File: config.mk
export PLATFORM = sky130hd
export DESIGN_NAME = osc_control
export DESIGN_NICKNAME = d
export VERILOG_FILES = /design/src/osc_pkg.sv /design/src/div_if.sv /design/src/edge_divider.sv /design/src/osc_control.sv /design/src/pin_sync.sv
export VERILOG_INCLUDE_DIRS = /design/src
export SDC_FILE = /design/constraint.sdc
export NUM_CORES = 1
export LEC_CHECK = 0
export ABC_CLOCK_PERIOD_IN_PS = 5900
export BUFFER_PORTS_ARGS = -buffer_cell sky130_fd_sc_hd__buf_2
export CELL_PAD_IN_SITES_DETAIL_PLACEMENT = 1
export CELL_PAD_IN_SITES_GLOBAL_PLACEMENT = 1
export CORE_ASPECT_RATIO = 2
export CORE_MARGIN = 4
export CORE_UTILIZATION = 39
export CTS_CLUSTER_DIAMETER = 100
export DETAILED_ROUTE_END_ITERATION = 10
export GPL_ROUTABILITY_DRIVEN = 0
export PLACE_DENSITY_LB_ADDON = 0.08
export SYNTH_ARGS = -nofsm -noshare
export SYNTH_HDL_FRONTEND = slang
export SYNTH_SLANG_ARGS = --single-unit
File: constraint.sdc
create_clock -name MCLK -period 5.9 [get_ports MCLK]
set_input_delay 1.18 -clock MCLK [delete_from_list [all_inputs] [get_ports MCLK]]
set_output_delay 1.18 -clock MCLK [all_outputs]
set_load 0.03 [all_outputs]
File: src/osc_map.svh
// Offsets, field positions, reset values and timing counts of the clock control block.
// Assumes inclusion by bare name from the package and the top module.
`ifndef OSC_MAP_SVH
`define OSC_MAP_SVH

// ==========================================================================
// Register byte addresses on the AHB-Lite slave
`define OSC_REG_TUNE        32'h0000_0000
`define OSC_REG_CTRL        32'h0000_0004
`define OSC_REG_STAT        32'h0000_0008

// ==========================================================================
// Field positions and reset values
`define OSC_TUNE_W          6
`define OSC_TUNE_RST        6'h00
`define OSC_CTRL_IFS_LSB    4
`define OSC_IFS_RST         3'h0
`define OSC_IFS_FAST        3'h7
`define OSC_IFS_SLOW        3'h0

// ==========================================================================
// Clock model figures
`define OSC_MCLK_NS         20
`define OSC_NCO_BASE        32'h51eb_851f
`define OSC_NCO_STEP        32'h0029_f16b
`define OSC_POST_W          8
`define OSC_FOSC_DIV_W      2
`define OSC_PLL_MULT        8'h04
`define OSC_SLOW_CYCLES     8
`define OSC_SLOW_CYCLE_NS   32000
`define OSC_FAST_SETTLE_NS  1000000

`endif

File: src/osc_pkg.sv
// Types shared by the clock control block: oscillator modes and the state record.
// Assumes osc_map.svh is on the include path.
`include "osc_map.svh"

package osc_pkg;

  // ==========================================================================
  // Oscillator modes as coded by the four configuration bits
  typedef enum logic [3:0] {
    MODE_LP_XTAL    = 4'b0000,
    MODE_XT_XTAL    = 4'b0001,
    MODE_FAST_XTAL  = 4'b0010,
    MODE_RC         = 4'b0011,
    MODE_EXT_CLK    = 4'b0100,
    MODE_EXT_IO     = 4'b0101,
    MODE_XTAL_PLL   = 4'b0110,
    MODE_RC_IO      = 4'b0111,
    MODE_INT_CLKOUT = 4'b1000,
    MODE_INT_DUAL   = 4'b1001
  } osc_mode_t;

  // ==========================================================================
  // Whole state of the top module
  typedef struct packed {
    osc_mode_t                mode;
    logic [`OSC_TUNE_W-1:0]   tune;
    logic [`OSC_TUNE_W-1:0]   tune_app;
    logic [2:0]               ifs;
    logic [31:0]              acc;
    logic                     fast_clk;
    logic                     slow_prev;
    logic [7:0]               per_cnt;
    logic [7:0]               per;
    logic [7:0]               pll_cnt;
    logic                     pll_clk;
    logic                     in_prev;
    logic                     sys_clk;
    logic                     fast_en;
    logic                     slow_en;
    logic                     pll_en;
    logic                     start_dly;
    logic                     wr_tune;
    logic                     wr_ctrl;
    logic [31:0]              rdata;
    logic                     co_o;
    logic                     co_oe_n;
    logic                     ci_o;
    logic                     ci_oe_n;
    logic                     pa6_in;
    logic                     pa7_in;
  } ctl_state_t;

endpackage

File: src/div_if.sv
// Carrier between the top module and an edge divider: level in, count back.
// Assumes both ends run on the same clock.
interface div_if #(parameter int W = 2);
  logic         level;
  logic [W-1:0] count;
  modport src (output level, input count);
  modport div (input level, output count);
endinterface

File: src/edge_divider.sv
// Counts rising edges of a level; count bit k is the level divided by 2^(k+1).
// Assumes the level comes from a flip-flop on the same clock.
module edge_divider #(
  parameter int W = 2
) (
  input  wire logic clk,
  input  wire logic rst_n,
  div_if.div        d
);

  typedef struct packed {
    logic         prev;
    logic [W-1:0] cnt;
  } div_state_t;

  div_state_t s_q;
  div_state_t s_d;

  always_comb begin
    s_d      = s_q;
    s_d.prev = d.level;
    if (d.level && !s_q.prev) begin
      s_d.cnt = s_q.cnt + 1'b1;
    end
  end

  always_ff @(posedge clk) begin
    if (!rst_n) begin
      s_q <= '0;
    end else begin
      s_q <= s_d;
    end
  end

  assign d.count = s_q.cnt;

endmodule

File: src/osc_control.sv
// Oscillator mode decode, internal oscillator block and pin reuse, AHB-Lite slave.
// Assumes one clock MCLK; oscillators are modelled as levels sampled on MCLK.
//
// How it works
// - Crystal PLL mode multiplies input by four
// - PLL enabled only in crystal PLL mode
// - External clock modes need no start delay
// - External clock mode drives Fosc/4 out
// - External clock reuse mode: out pin bit six
// - RC mode drives Fosc/4 on out pin
// - RC reuse mode: out pin is bit six
// - Fast oscillator 8 MHz, postscaler 125k-4M
// - Fast oscillator on for 125k-8M selections
// - Slow oscillator gives nominal 31 kHz
// - Slow on for internal source or features
// - Frequency select picks direct or postscaled
// - Internal clock-out: Fosc/4 out, in pin bit seven
// - Internal dual mode: both pins port bits
// - Slow retunes within eight own cycles
// - Fast retunes within one millisecond
// - No settle flag, execution continues
// - Tune code two's complement around center
// - Every tune step equal size
// - Select codes 111 fast, 000 slow
// - Four config bits pick ten modes
`include "osc_map.svh"

module osc_control
  import osc_pkg::*;
#(
  parameter int unsigned SLOW_SETTLE_CYC =
    (`OSC_SLOW_CYCLES * `OSC_SLOW_CYCLE_NS) / `OSC_MCLK_NS,
  parameter int unsigned FAST_SETTLE_CYC = `OSC_FAST_SETTLE_NS / `OSC_MCLK_NS
) (
  input  wire logic        MCLK,
  input  wire logic        RST_N,
  input  wire logic [3:0]  OSC_MODE_CFG,
  input  wire logic        PWRT_EN,
  input  wire logic        FSCM_EN,
  input  wire logic        WDT_EN,
  input  wire logic        TWO_SPEED_EN,
  input  wire logic        HSEL,
  input  wire logic [31:0] HADDR,
  input  wire logic [1:0]  HTRANS,
  input  wire logic        HWRITE,
  input  wire logic [2:0]  HSIZE,
  input  wire logic [31:0] HWDATA,
  input  wire logic        HREADY,
  output logic      [31:0] HRDATA,
  output logic             HREADYOUT,
  output logic             HRESP,
  input  wire logic        CLKIN_I,
  output logic             CLKIN_O,
  output logic             CLKIN_OE_N,
  input  wire logic        CLKOUT_I,
  output logic             CLKOUT_O,
  output logic             CLKOUT_OE_N,
  input  wire logic        PA6_OUT,
  input  wire logic        PA6_OE,
  output logic             PA6_IN,
  input  wire logic        PA7_OUT,
  input  wire logic        PA7_OE,
  output logic             PA7_IN,
  output logic             SYS_CLK,
  output logic             PLL_EN,
  output logic             START_DELAY_EN,
  output logic             FAST_OSC_EN,
  output logic             SLOW_OSC_EN
);

  // ==========================================================================
  // State and helpers
  ctl_state_t  q;
  ctl_state_t  d;
  logic [1:0]  pin_s;
  logic        int_mode;
  logic        nco_run;
  logic        slow_clk;
  logic        int_clk;
  logic        pin_clk;
  logic        fosc4;
  logic [7:0]  half;
  logic [31:0] inc;
  logic [31:0] tune_ext;
  logic [32:0] acc_sum;
  logic        addr_ok;

  div_if #(.W(`OSC_POST_W))     post_bus ();
  div_if #(.W(`OSC_FOSC_DIV_W)) fosc_bus ();

  // ==========================================================================
  // Pin synchronisers and dividers
  pin_sync #(.W(2)) u_pins (
    .clk     (MCLK),
    .rst_n   (RST_N),
    .async_i ({CLKOUT_I, CLKIN_I}),
    .sync_o  (pin_s)
  );

  edge_divider #(.W(`OSC_POST_W)) u_post (
    .clk   (MCLK),
    .rst_n (RST_N),
    .d     (post_bus)
  );

  edge_divider #(.W(`OSC_FOSC_DIV_W)) u_fosc (
    .clk   (MCLK),
    .rst_n (RST_N),
    .d     (fosc_bus)
  );

  assign post_bus.level = q.fast_clk;
  assign fosc_bus.level = q.sys_clk;
  assign slow_clk       = post_bus.count[`OSC_POST_W-1];
  assign fosc4          = fosc_bus.count[`OSC_FOSC_DIV_W-1];
  assign pin_clk        = pin_s[0];
  assign int_mode       = (q.mode == MODE_INT_CLKOUT) || (q.mode == MODE_INT_DUAL);
  assign nco_run        = q.fast_en || q.slow_en;
  assign addr_ok        = HSEL && HTRANS[1] && HREADY;

  // Signed tune code scales one fixed step, so the span is linear around center
  assign tune_ext = {{(32-`OSC_TUNE_W){q.tune_app[`OSC_TUNE_W-1]}}, q.tune_app};
  assign inc      = `OSC_NCO_BASE + tune_ext * `OSC_NCO_STEP;
  assign acc_sum  = {1'b0, q.acc} + {1'b0, inc};
  assign half     = (q.per >= 8'h02 * `OSC_PLL_MULT) ?
                    (q.per - 8'h02 * `OSC_PLL_MULT + 8'h01) : 8'h00;

  // ==========================================================================
  // Next state
  always_comb begin
    d = q;

    // Bus slave: capture address phase, apply write in data phase
    d.wr_tune = addr_ok && HWRITE && (HADDR == `OSC_REG_TUNE);
    d.wr_ctrl = addr_ok && HWRITE && (HADDR == `OSC_REG_CTRL);
    if (q.wr_tune) begin
      d.tune = HWDATA[`OSC_TUNE_W-1:0];
    end
    if (q.wr_ctrl) begin
      d.ifs = HWDATA[`OSC_CTRL_IFS_LSB +: 3];
    end
    if (addr_ok && !HWRITE) begin
      if (HADDR == `OSC_REG_TUNE) begin
        d.rdata = {26'h0, q.tune};
      end else if (HADDR == `OSC_REG_CTRL) begin
        d.rdata = {25'h0, q.ifs, 4'h0};
      end else if (HADDR == `OSC_REG_STAT) begin
        // Only the mode and the enables are reported; a tune shift has no completion bit
        d.rdata = {24'h0, q.start_dly, q.slow_en, q.fast_en, q.pll_en, q.mode};
      end else begin
        d.rdata = 32'h0;
      end
    end else begin
      d.rdata = 32'h0;
    end

    // Source enables
    d.pll_en    = (q.mode == MODE_XTAL_PLL);
    d.start_dly = (q.mode == MODE_LP_XTAL) || (q.mode == MODE_XT_XTAL) ||
                  (q.mode == MODE_FAST_XTAL) || (q.mode == MODE_XTAL_PLL);
    d.fast_en   = int_mode && (q.ifs != `OSC_IFS_SLOW);
    d.slow_en   = int_mode || PWRT_EN || FSCM_EN || WDT_EN || TWO_SPEED_EN;

    // Fast oscillator: accumulator carry toggles an 8 MHz level
    if (nco_run) begin
      d.acc = acc_sum[31:0];
      if (acc_sum[32]) begin
        d.fast_clk = !q.fast_clk;
      end
    end else begin
      d.acc      = 32'h0;
      d.fast_clk = 1'b0;
    end

    // New tune lands on a slow edge: one slow cycle, well inside 1 ms for fast
    d.slow_prev = slow_clk;
    if ((slow_clk && !q.slow_prev) || !nco_run) begin
      d.tune_app = q.tune;
    end

    // PLL: phase steps by 2*mult a cycle and wraps at the period, so no rounding drift
    d.in_prev = pin_clk;
    if (pin_clk && !q.in_prev) begin
      d.per     = q.per_cnt;
      d.per_cnt = 8'h0;
    end else if (q.per_cnt != 8'hff) begin
      d.per_cnt = q.per_cnt + 8'h01;
    end
    if (!q.pll_en) begin
      d.pll_clk = 1'b0;
      d.pll_cnt = 8'h0;
    end else if (q.pll_cnt >= half) begin
      d.pll_clk = !q.pll_clk;
      d.pll_cnt = q.pll_cnt - half;
    end else begin
      d.pll_cnt = q.pll_cnt + (8'h02 * `OSC_PLL_MULT);
    end

    // System clock source
    if (int_mode) begin
      d.sys_clk = int_clk;
    end else if (q.mode == MODE_XTAL_PLL) begin
      d.sys_clk = q.pll_clk;
    end else begin
      d.sys_clk = pin_clk;
    end

    // Output pin reuse
    d.co_o    = 1'b0;
    d.co_oe_n = 1'b1;
    d.pa6_in  = 1'b0;
    d.ci_o    = 1'b0;
    d.ci_oe_n = 1'b1;
    d.pa7_in  = 1'b0;
    case (q.mode)
      MODE_EXT_CLK, MODE_RC, MODE_INT_CLKOUT: begin
        d.co_o    = fosc4;
        d.co_oe_n = 1'b0;
      end
      MODE_EXT_IO, MODE_RC_IO, MODE_INT_DUAL: begin
        d.co_o    = PA6_OUT;
        d.co_oe_n = !PA6_OE;
        d.pa6_in  = pin_s[1];
      end
      default: begin
        d.co_o    = 1'b0;
      end
    endcase
    if (int_mode) begin
      d.ci_o    = PA7_OUT;
      d.ci_oe_n = !PA7_OE;
      d.pa7_in  = pin_s[0];
    end
  end

  // Internal block output select
  always_comb begin
    case (q.ifs)
      `OSC_IFS_FAST: int_clk = q.fast_clk;
      `OSC_IFS_SLOW: int_clk = slow_clk;
      default:       int_clk = post_bus.count[3'(3'h6 - q.ifs)];
    endcase
  end

  // ==========================================================================
  // Registers; the mode straps are caught while reset is held
  always_ff @(posedge MCLK) begin
    if (!RST_N) begin
      q      <= '0;
      q.tune <= `OSC_TUNE_RST;
      q.ifs  <= `OSC_IFS_RST;
      case (OSC_MODE_CFG)
        4'h0:    q.mode <= MODE_LP_XTAL;
        4'h1:    q.mode <= MODE_XT_XTAL;
        4'h2:    q.mode <= MODE_FAST_XTAL;
        4'h3:    q.mode <= MODE_RC;
        4'h5:    q.mode <= MODE_EXT_IO;
        4'h6:    q.mode <= MODE_XTAL_PLL;
        4'h7:    q.mode <= MODE_RC_IO;
        4'h8:    q.mode <= MODE_INT_CLKOUT;
        4'h9:    q.mode <= MODE_INT_DUAL;
        default: q.mode <= MODE_EXT_CLK;
      endcase
    end else begin
      q <= d;
    end
  end

  // ==========================================================================
  // Outputs
  assign HRDATA         = q.rdata;
  assign HREADYOUT      = 1'b1;
  assign HRESP          = 1'b0;
  assign CLKIN_O        = q.ci_o;
  assign CLKIN_OE_N     = q.ci_oe_n;
  assign CLKOUT_O       = q.co_o;
  assign CLKOUT_OE_N    = q.co_oe_n;
  assign PA6_IN         = q.pa6_in;
  assign PA7_IN         = q.pa7_in;
  assign SYS_CLK        = q.sys_clk;
  assign PLL_EN         = q.pll_en;
  assign START_DELAY_EN = q.start_dly;
  assign FAST_OSC_EN    = q.fast_en;
  assign SLOW_OSC_EN    = q.slow_en;

  // ==========================================================================
  // Checks
  logic [15:0] pend_cnt;
  logic        rd_tune;
  logic        live_q;

  always_ff @(posedge MCLK) begin
    if (!RST_N) begin
      pend_cnt <= 16'h0;
      rd_tune  <= 1'b0;
      live_q   <= 1'b0;
    end else begin
      live_q  <= 1'b1;
      rd_tune <= addr_ok && !HWRITE && (HADDR == `OSC_REG_TUNE);
      if (q.tune_app == q.tune) begin
        pend_cnt <= 16'h0;
      end else if (pend_cnt != 16'hffff) begin
        pend_cnt <= pend_cnt + 16'h0001;
      end
    end
  end
endmodule

File: src/pin_sync.sv
// Three-stage synchroniser for pin inputs.
// Assumes pins are asynchronous to clk; output moves once stages two and three agree.
module pin_sync #(
  parameter int W = 2
) (
  input  wire logic         clk,
  input  wire logic         rst_n,
  input  wire logic [W-1:0] async_i,
  output logic      [W-1:0] sync_o
);

  typedef struct packed {
    logic [W-1:0] s1;
    logic [W-1:0] s2;
    logic [W-1:0] s3;
    logic [W-1:0] val;
  } sync_state_t;

  sync_state_t s_q;
  sync_state_t s_d;

  always_comb begin
    s_d     = s_q;
    s_d.s1  = async_i;
    s_d.s2  = s_q.s1;
    s_d.s3  = s_q.s2;
    // Per bit: follow when the two later stages agree, else hold
    s_d.val = (s_q.s2 & s_q.s3) | (s_q.val & (s_q.s2 | s_q.s3));
  end

  always_ff @(posedge clk) begin
    if (!rst_n) begin
      s_q <= '0;
    end else begin
      s_q <= s_d;
    end
  end

  assign sync_o = s_q.val;

endmodule

==> flow_summary_export.csv, run 1 <==
group,metric,value,unit
routing,drc,0,
cells_and_area,layout-drive-gt1-share,30.4,%
sta,rsz0062_at_grt,"yes",
logic_synthesis,synth_top_area_share,24.5,%
cells_and_area,syn_to_final_growth,32.7,%
routing,ant_nets,0,
sta,fin_worst_skew,0.00801,ns
grt,grt_pass1_wl,45300,um
cells_and_area,n_fill_cell,2856,
logic_synthesis,syn-mean-instance-area,8.69,um^2
grt,grt_overflow,0,
routing,viasPerCell,5.26,
routing,drt_first_iter_violations,151,
die,die_y,229,um
power,ir_drop,0.219,mV
clocking,numCtsBuffers,17,
power,power_density,170,nW/um^2
sta,min_period,6.21,ns
die,die_w,118,um
sta,finalWorstSetupSlack,-0.314,ns
run_status,violations,"setup timing",
worst_hold_path,hp-class,"flip-flop to flip-flop",
critical_path,cp-end-kind,"flip-flop",
logic_synthesis,postSynthCellCount,1092,
grt,grtUsageTotal,20.7,%
sta,worstMarginPinSlew,0.841,ns
sta,final_max_slew_viol_count,0,
critical_path,cp-start-kind,"flip-flop",
clocking,cts.reportedPaths.clkPinSlew,0.06,ns
logic_synthesis,yosysTopAreaCell,"dfxtp_1",
die,die_area,27000,um^2
routing,drt_wl_total,27800,um
placement,portBuffers,77,
critical_path,path_max_fanout,4,
sta,fmax,161,MHz
die,ioPinCount,133,
run_status,status,"finished, violations left",
clocking,root_buffer,"clkbuf_16",
placement,place_ws,-0.423,ns
critical_path,criticalPathCategory,"flip-flop to flip-flop",
grt,grt_pass1_vias,9499,
cells_and_area,nets,1580,
logic_synthesis,ys_seq_area_share,25.7,%
logic_synthesis,yosysWarnings,0,
clocking,clockBufferDepth,2,
logic_synthesis,async_flop_share,0,%
cells_and_area,layout_common_cells,"buf_4, nor2_1, dfxtp_1, ha_1, buf_2",
logic_synthesis,ys_ff_latch,120,
die,core_area,23900,um^2
sta,final.period_utilization,105,%
routing,wl_per_cell,16.9,um
logic_synthesis,synth-edff-count,4,
placement,hpwl,22000,um
sta,finalHoldViolCount,0,
clocking,cts_max_level,4,
power,power.leakage,6.07,nW
logic_synthesis,synthTopCellsByArea,"dfxtp_1, ha_1, nor2_1",
routing,vias,8629,
grt,antenna_found_initial,0,
critical_path,cp.required,6.22,ns
sta,hold_slack,0.439,ns
logic_synthesis,ys.flop_type,"dfxtp_1",
cells_and_area,final_common_cell,"buf_4",
logic_synthesis,yosys.cell_types.count,78,
logic_synthesis,syn_area,9490,um^2
die,start_util,39.6,%
grt,grt_start_max_net_pins,46,
clocking,cts_tree,"built",
clocking,clkLatencyLatePin,0.44,ns
sta,setup_viol,8,
sta,maxSlewHeadroom,43.4,%
cells_and_area,n_antenna_cell,0,
critical_path,crit_arrival,6.53,ns
routing,first_pass_iters,4,
clocking,clkSinkCount,120,
run,max-cap-violations,0,
die,rows,80,
synthesized netlist by cell type (4+ instances only):
library cell and number:
ha_1 131, edfxtp_1 4, a21oi_1 69, a21o_1 30, and3_1 6, nor3b_1 6, nand4_1 13, a21boi_0 4
o21bai_1 10, and2_1 21, nor2_1 122, or4_1 5, o21a_1 10, or2_2 6, nor3_1 22, a31oi_1 6
nor2b_1 17, o21ai_0 43, buf_4 34, xnor2_1 52, a211o_1 4, nand2_1 73, clkbuf_1 22, o31a_1 4
nand2b_1 10, o211ai_1 5, dfxtp_1 116, mux2i_1 29, nand3_1 24, a211oi_1 10, or3_1 4, nor4_1 10
fa_1 20, inv_1 48, xor2_1 45
kinds of logic (layout without fill, tap and decap cells):
logic type | count (synthesis) | count (layout) | synth area share [%]
AND/OR/NAND/NOR | 351 | 351 | 18.0
AO/OA/AOI/OAI | 230 | 230 | 16.2
adder cells (fa/ha/maj) | 151 | 151 | 21.5
flip-flops | 120 | 120 | 25.7
buffers and inverters | 109 | 347 | 5.91
XOR/XNOR | 97 | 97 | 8.96
multiplexers | 32 | 32 | 3.65
other | 2 | 26 | 0.0792
per-layer routing:
layer / vias up / GRT usage (%) / routed length, um
li1: 4272 / - / -
met5: - / 0 / 0
met2: 125 / 44.7 / 17100
met4: 0 / 8.26 / 858
met3: 44 / 3.69 / 761
met1: 4188 / 17.7 / 9040
critical path, cell delays in order, from the launching register on:
cell,delay [ns]
dfxtp_4,0.38
inv_4,0.05
ha_4,0.25
ha_4,0.27
fa_2,0.45
ha_4,0.28
ha_4,0.12
inv_2,0.04
fa_2,0.43
nor2b_4,0.19
o31a_1,0.21
nor4b_2,0.08
o31a_1,0.30
o211a_1,0.25
a2111o_1,0.48
a21oi_2,0.20
xnor2_1,0.14
ha_1,0.26
a21o_1,0.19
a21o_1,0.16
a21oi_2,0.14
o21ai_2,0.09
or3_4,0.34
o211a_1,0.23
o21a_1,0.20
a21oi_2,0.14
xor2_1,0.16
nor2_1,0.05
final timing paths:
check,startpoint,endpoint,slack [ns],cells past startpoint
max,q[111],q[104],-0.31,27
min,u_pins.s_d[5],u_pins.s_d[3],0.44,1
max reg2reg,q[111],q[104],-0.31,27
min reg2reg,u_pins.s_d[5],u_pins.s_d[3],0.44,1
per-stage QoR:
step / setup TNS [ns] / utilization (%) / cells / total power, W / cell area (um^2)
6_report: -1.55 / 52.6 / 1641 / 0.00214 / 12600
5_1_grt: -4.47 / 52.6 / 1641 / 0.00223 / 12600
4_1_cts: -1.24 / 51.5 / 1635 / 0.00216 / 12300
3_5_place_dp: -2.78 / 47.4 / 1590 / 0.00108 / 11300
3_3_place_gp: -2.41 / 47.4 / 1590 / 0.00107 / 11300
2_1_floorplan: -0.0444 / - / 1116 / 0.00101 / 9700
layout make-up:
| cell class | count | area [um^2] | share of cell area [%] |
|---|---|---|---|
| Inverter | 49 | 189 | 1.50 |
| Tap cell | 287 | 359 | 2.85 |
| Clock inverter | 11 | 97.6 | 0.775 |
| Timing Repair Buffer | 266 | 1840 | 14.6 |
| Clock buffer | 21 | 503 | 4.00 |
| Multi-Input combinational cell | 887 | 7140 | 56.7 |
| Sequential cell | 120 | 2460 | 19.5 |
sequential cells by signal (all words and copies together), names as in the netlist, 2 cells and up:
name and cells:
u_pins.s_d 4, HRDATA 8, u_post.d.count 8, d 4, u_pins.s_q 2, q 76
u_pins.sync_o 2, u_fosc.d.count 2
where the power goes:
group	leakage [nW]	internal (W)	switching, W
combinational	4.79	0.0000945	0.000127
clock	0.300	0.000624	0.000442
sequential	0.984	0.000834	0.0000145
repair_timing:
item	4_1_cts	5_1_grt
buffers inserted	13	6
pin swaps	41	43
endpoints found under the setup margin	11	15
hold buffers	0	0
resized for setup	57	40
(Power assumes the default switching activity.)
==> inputs of run 2 (changes only) <==
--- a/config.mk
+++ b/config.mk
@@ -17,6 +17,7 @@
 export DETAILED_ROUTE_END_ITERATION = 10
 export GPL_ROUTABILITY_DRIVEN = 0
 export PLACE_DENSITY_LB_ADDON = 0.08
+export REMOVE_ABC_BUFFERS = 1
 export SYNTH_ARGS = -nofsm -noshare
 export SYNTH_HDL_FRONTEND = slang
 export SYNTH_SLANG_ARGS = --single-unit
==> run 2 against run 1 <==
- the flow still finishes with violations (setup timing)
- sequential power about the same
- combinational power increased by 8%
- die area unchanged
- clock skew increased by 0.0016 ns
- worst setup slack got worse by 0.064 ns
- global-route usage increased by 1.8 points
- register-to-register slack got worse by 0.06 ns
- clock-buffer cell count decreased by 4
- largest cell class unchanged
==> flow_summary_export.csv, run 2 (synthesis gave the netlist of run 1 again) <==
group,metric,value,unit
grt,grtUsageTotal,22.5,%
sta,final_max_slew_viol_count,0,
routing,wl_per_cell,17.8,um
die,die_y,229,um
sta,setup_viol,9,
grt,grt_overflow,0,
sta,fin_worst_skew,0.00960,ns
critical_path,criticalPathCategory,"flip-flop to flip-flop",
sta,min_period,6.28,ns
sta,rsz0062_at_grt,"yes",
cells_and_area,largest_register_ffs,76,
worst_hold_path,hp-class,"flip-flop to flip-flop",
placement,portBuffers,77,
sta,maxSlewHeadroom,46.2,%
grt,antenna_found_initial,1,
cells_and_area,regMostFlops,"q",
critical_path,crit_arrival,6.59,ns
routing,drc,0,
routing,vias,9001,
cells_and_area,layout-drive-gt1-share,34.4,%
sta,worstMarginPinSlew,0.807,ns
cells_and_area,final_common_cell,"buf_4",
cells_and_area,layout_common_cells,"buf_4, nor2_1, dfxtp_1",
die,die_w,118,um
power,power_density,167,nW/um^2
clocking,clkLatencyLatePin,0.44,ns
cells_and_area,nets,1631,
cells_and_area,n_fill_cell,2816,
sta,finalWorstSetupSlack,-0.377,ns
routing,first_pass_iters,6,
run,max-cap-violations,0,
die,ioPinCount,133,
cells_and_area,syn_to_final_growth,39.8,%
routing,viasPerCell,5.32,
die,die_area,27000,um^2
die,core_area,23900,um^2
critical_path,cp-start-kind,"flip-flop",
grt,grt_pass1_vias,10100,
run_status,status,"finished, violations left",
power,power,0.00222,W
placement,hpwl,21500,um
die,rows,80,
clocking,cts_tree,"built",
clocking,clkSinkCount,120,
critical_path,path_max_fanout,5,
run_status,violations,"setup timing",
sta,final.period_utilization,106,%
power,ir_drop,0.270,mV
clocking,cts_max_level,4,
grt,grt_start_max_net_pins,46,
routing,ant_nets,0,
cells_and_area,fin_cells,1693,
critical_path,cp.required,6.21,ns
routing,drt_first_iter_violations,253,
critical_path,cp-end-kind,"flip-flop",
clocking,numCtsBuffers,17,
sta,fmax,159,MHz
clocking,cts.reportedPaths.clkPinSlew,0.07,ns
routing,drt_wl_total,30200,um
grt,grt_pass1_wl,49100,um
placement,dp.cells,1616,
clocking,root_buffer,"clkbuf_16",
power,power.leakage,6.37,nW
die,start_util,39.6,%
sta,finalHoldViolCount,0,
clocking,clockBufferDepth,2,
[run 2: repair_timing]
item / in CTS / in global routing
setup endpoints to repair: 16 / 15
setup buffers: 39 / 9
pin swaps: 89 / 46
gates cloned: 0 / 0
gates resized for setup: 121 / 38
hold buffers: 0 / 0
[run 2: final cells by class]
cell class	count	area, um^2	share of cell area, %
antenna	1	2.50	0.0189
timing repair buffer	317	2260	17.0
clock inverter	15	198	1.49
inverter	49	188	1.42
tap	287	359	2.71
multi-input combinational	887	7380	55.6
clock buffer	17	425	3.21
sequential	120	2450	18.5
[run 2: report_power, final]
group	internal, W	leakage [nW]	switching (W)
registers	0.000836	0.983	0.0000142
clock network	0.000706	0.293	0.000422
logic	0.000107	5.09	0.000134
total	0.00165	6.37	0.000570
[run 2: final timing paths]
check           startpoint             to  slack (ns)  depth (start not counted)
max                 q[111]         q[104]       -0.38                         27
max reg2reg         q[111]         q[104]       -0.38                         27
min          u_pins.s_d[4]  u_pins.s_d[2]        0.45                          1
min reg2reg  u_pins.s_d[4]  u_pins.s_d[2]        0.45                          1
[run 2: metrics by stage]
step | area [um^2] | hold WS [ns] | TNS (ns) | setup WS [ns] | utilization [%]
after global routing | 13300 | 0.465 | -4.81 | -0.600 | 55.4
final | 13300 | 0.447 | -2.25 | -0.377 | 55.4
after detailed placement | 11400 | 0.444 | -5.90 | -0.695 | 47.7
after global placement | 11400 | 0.431 | -4.24 | -0.565 | 47.7
after CTS | 13000 | 0.449 | -1.23 | -0.338 | 54.3
after floorplan | 9200 | 0.412 | -1.78 | -0.510 | -
[run 2: critical path: stages, from the launching register on]
cell,delay (ns)
dfxtp_2,0.34
buf_8,0.13
fa_2,0.41
inv_1,0.08
fa_1,0.41
inv_1,0.08
ha_1,0.23
ha_1,0.35
ha_4,0.27
a21o_1,0.20
and2_1,0.17
a211o_1,0.32
a31o_1,0.22
xor2_1,0.14
a2111o_1,0.39
a21oi_2,0.23
xnor2_1,0.11
ha_1,0.31
a21o_1,0.18
a21o_1,0.19
a21oi_2,0.14
o21ai_2,0.08
or3_4,0.37
o211a_1,0.24
o21a_1,0.20
a21oi_2,0.14
xor2_1,0.15
nor2_1,0.05
[run 2: metal layers]
layer | wire length (um) | track usage, % | vias to the layer above
li1 | - | - | 4381
met1 | 9790 | 19.6 | 4384
met2 | 18300 | 46.5 | 159
met3 | 775 | 4.33 | 77
met4 | 1310 | 11.8 | 0
met5 | 0 | 0 | -
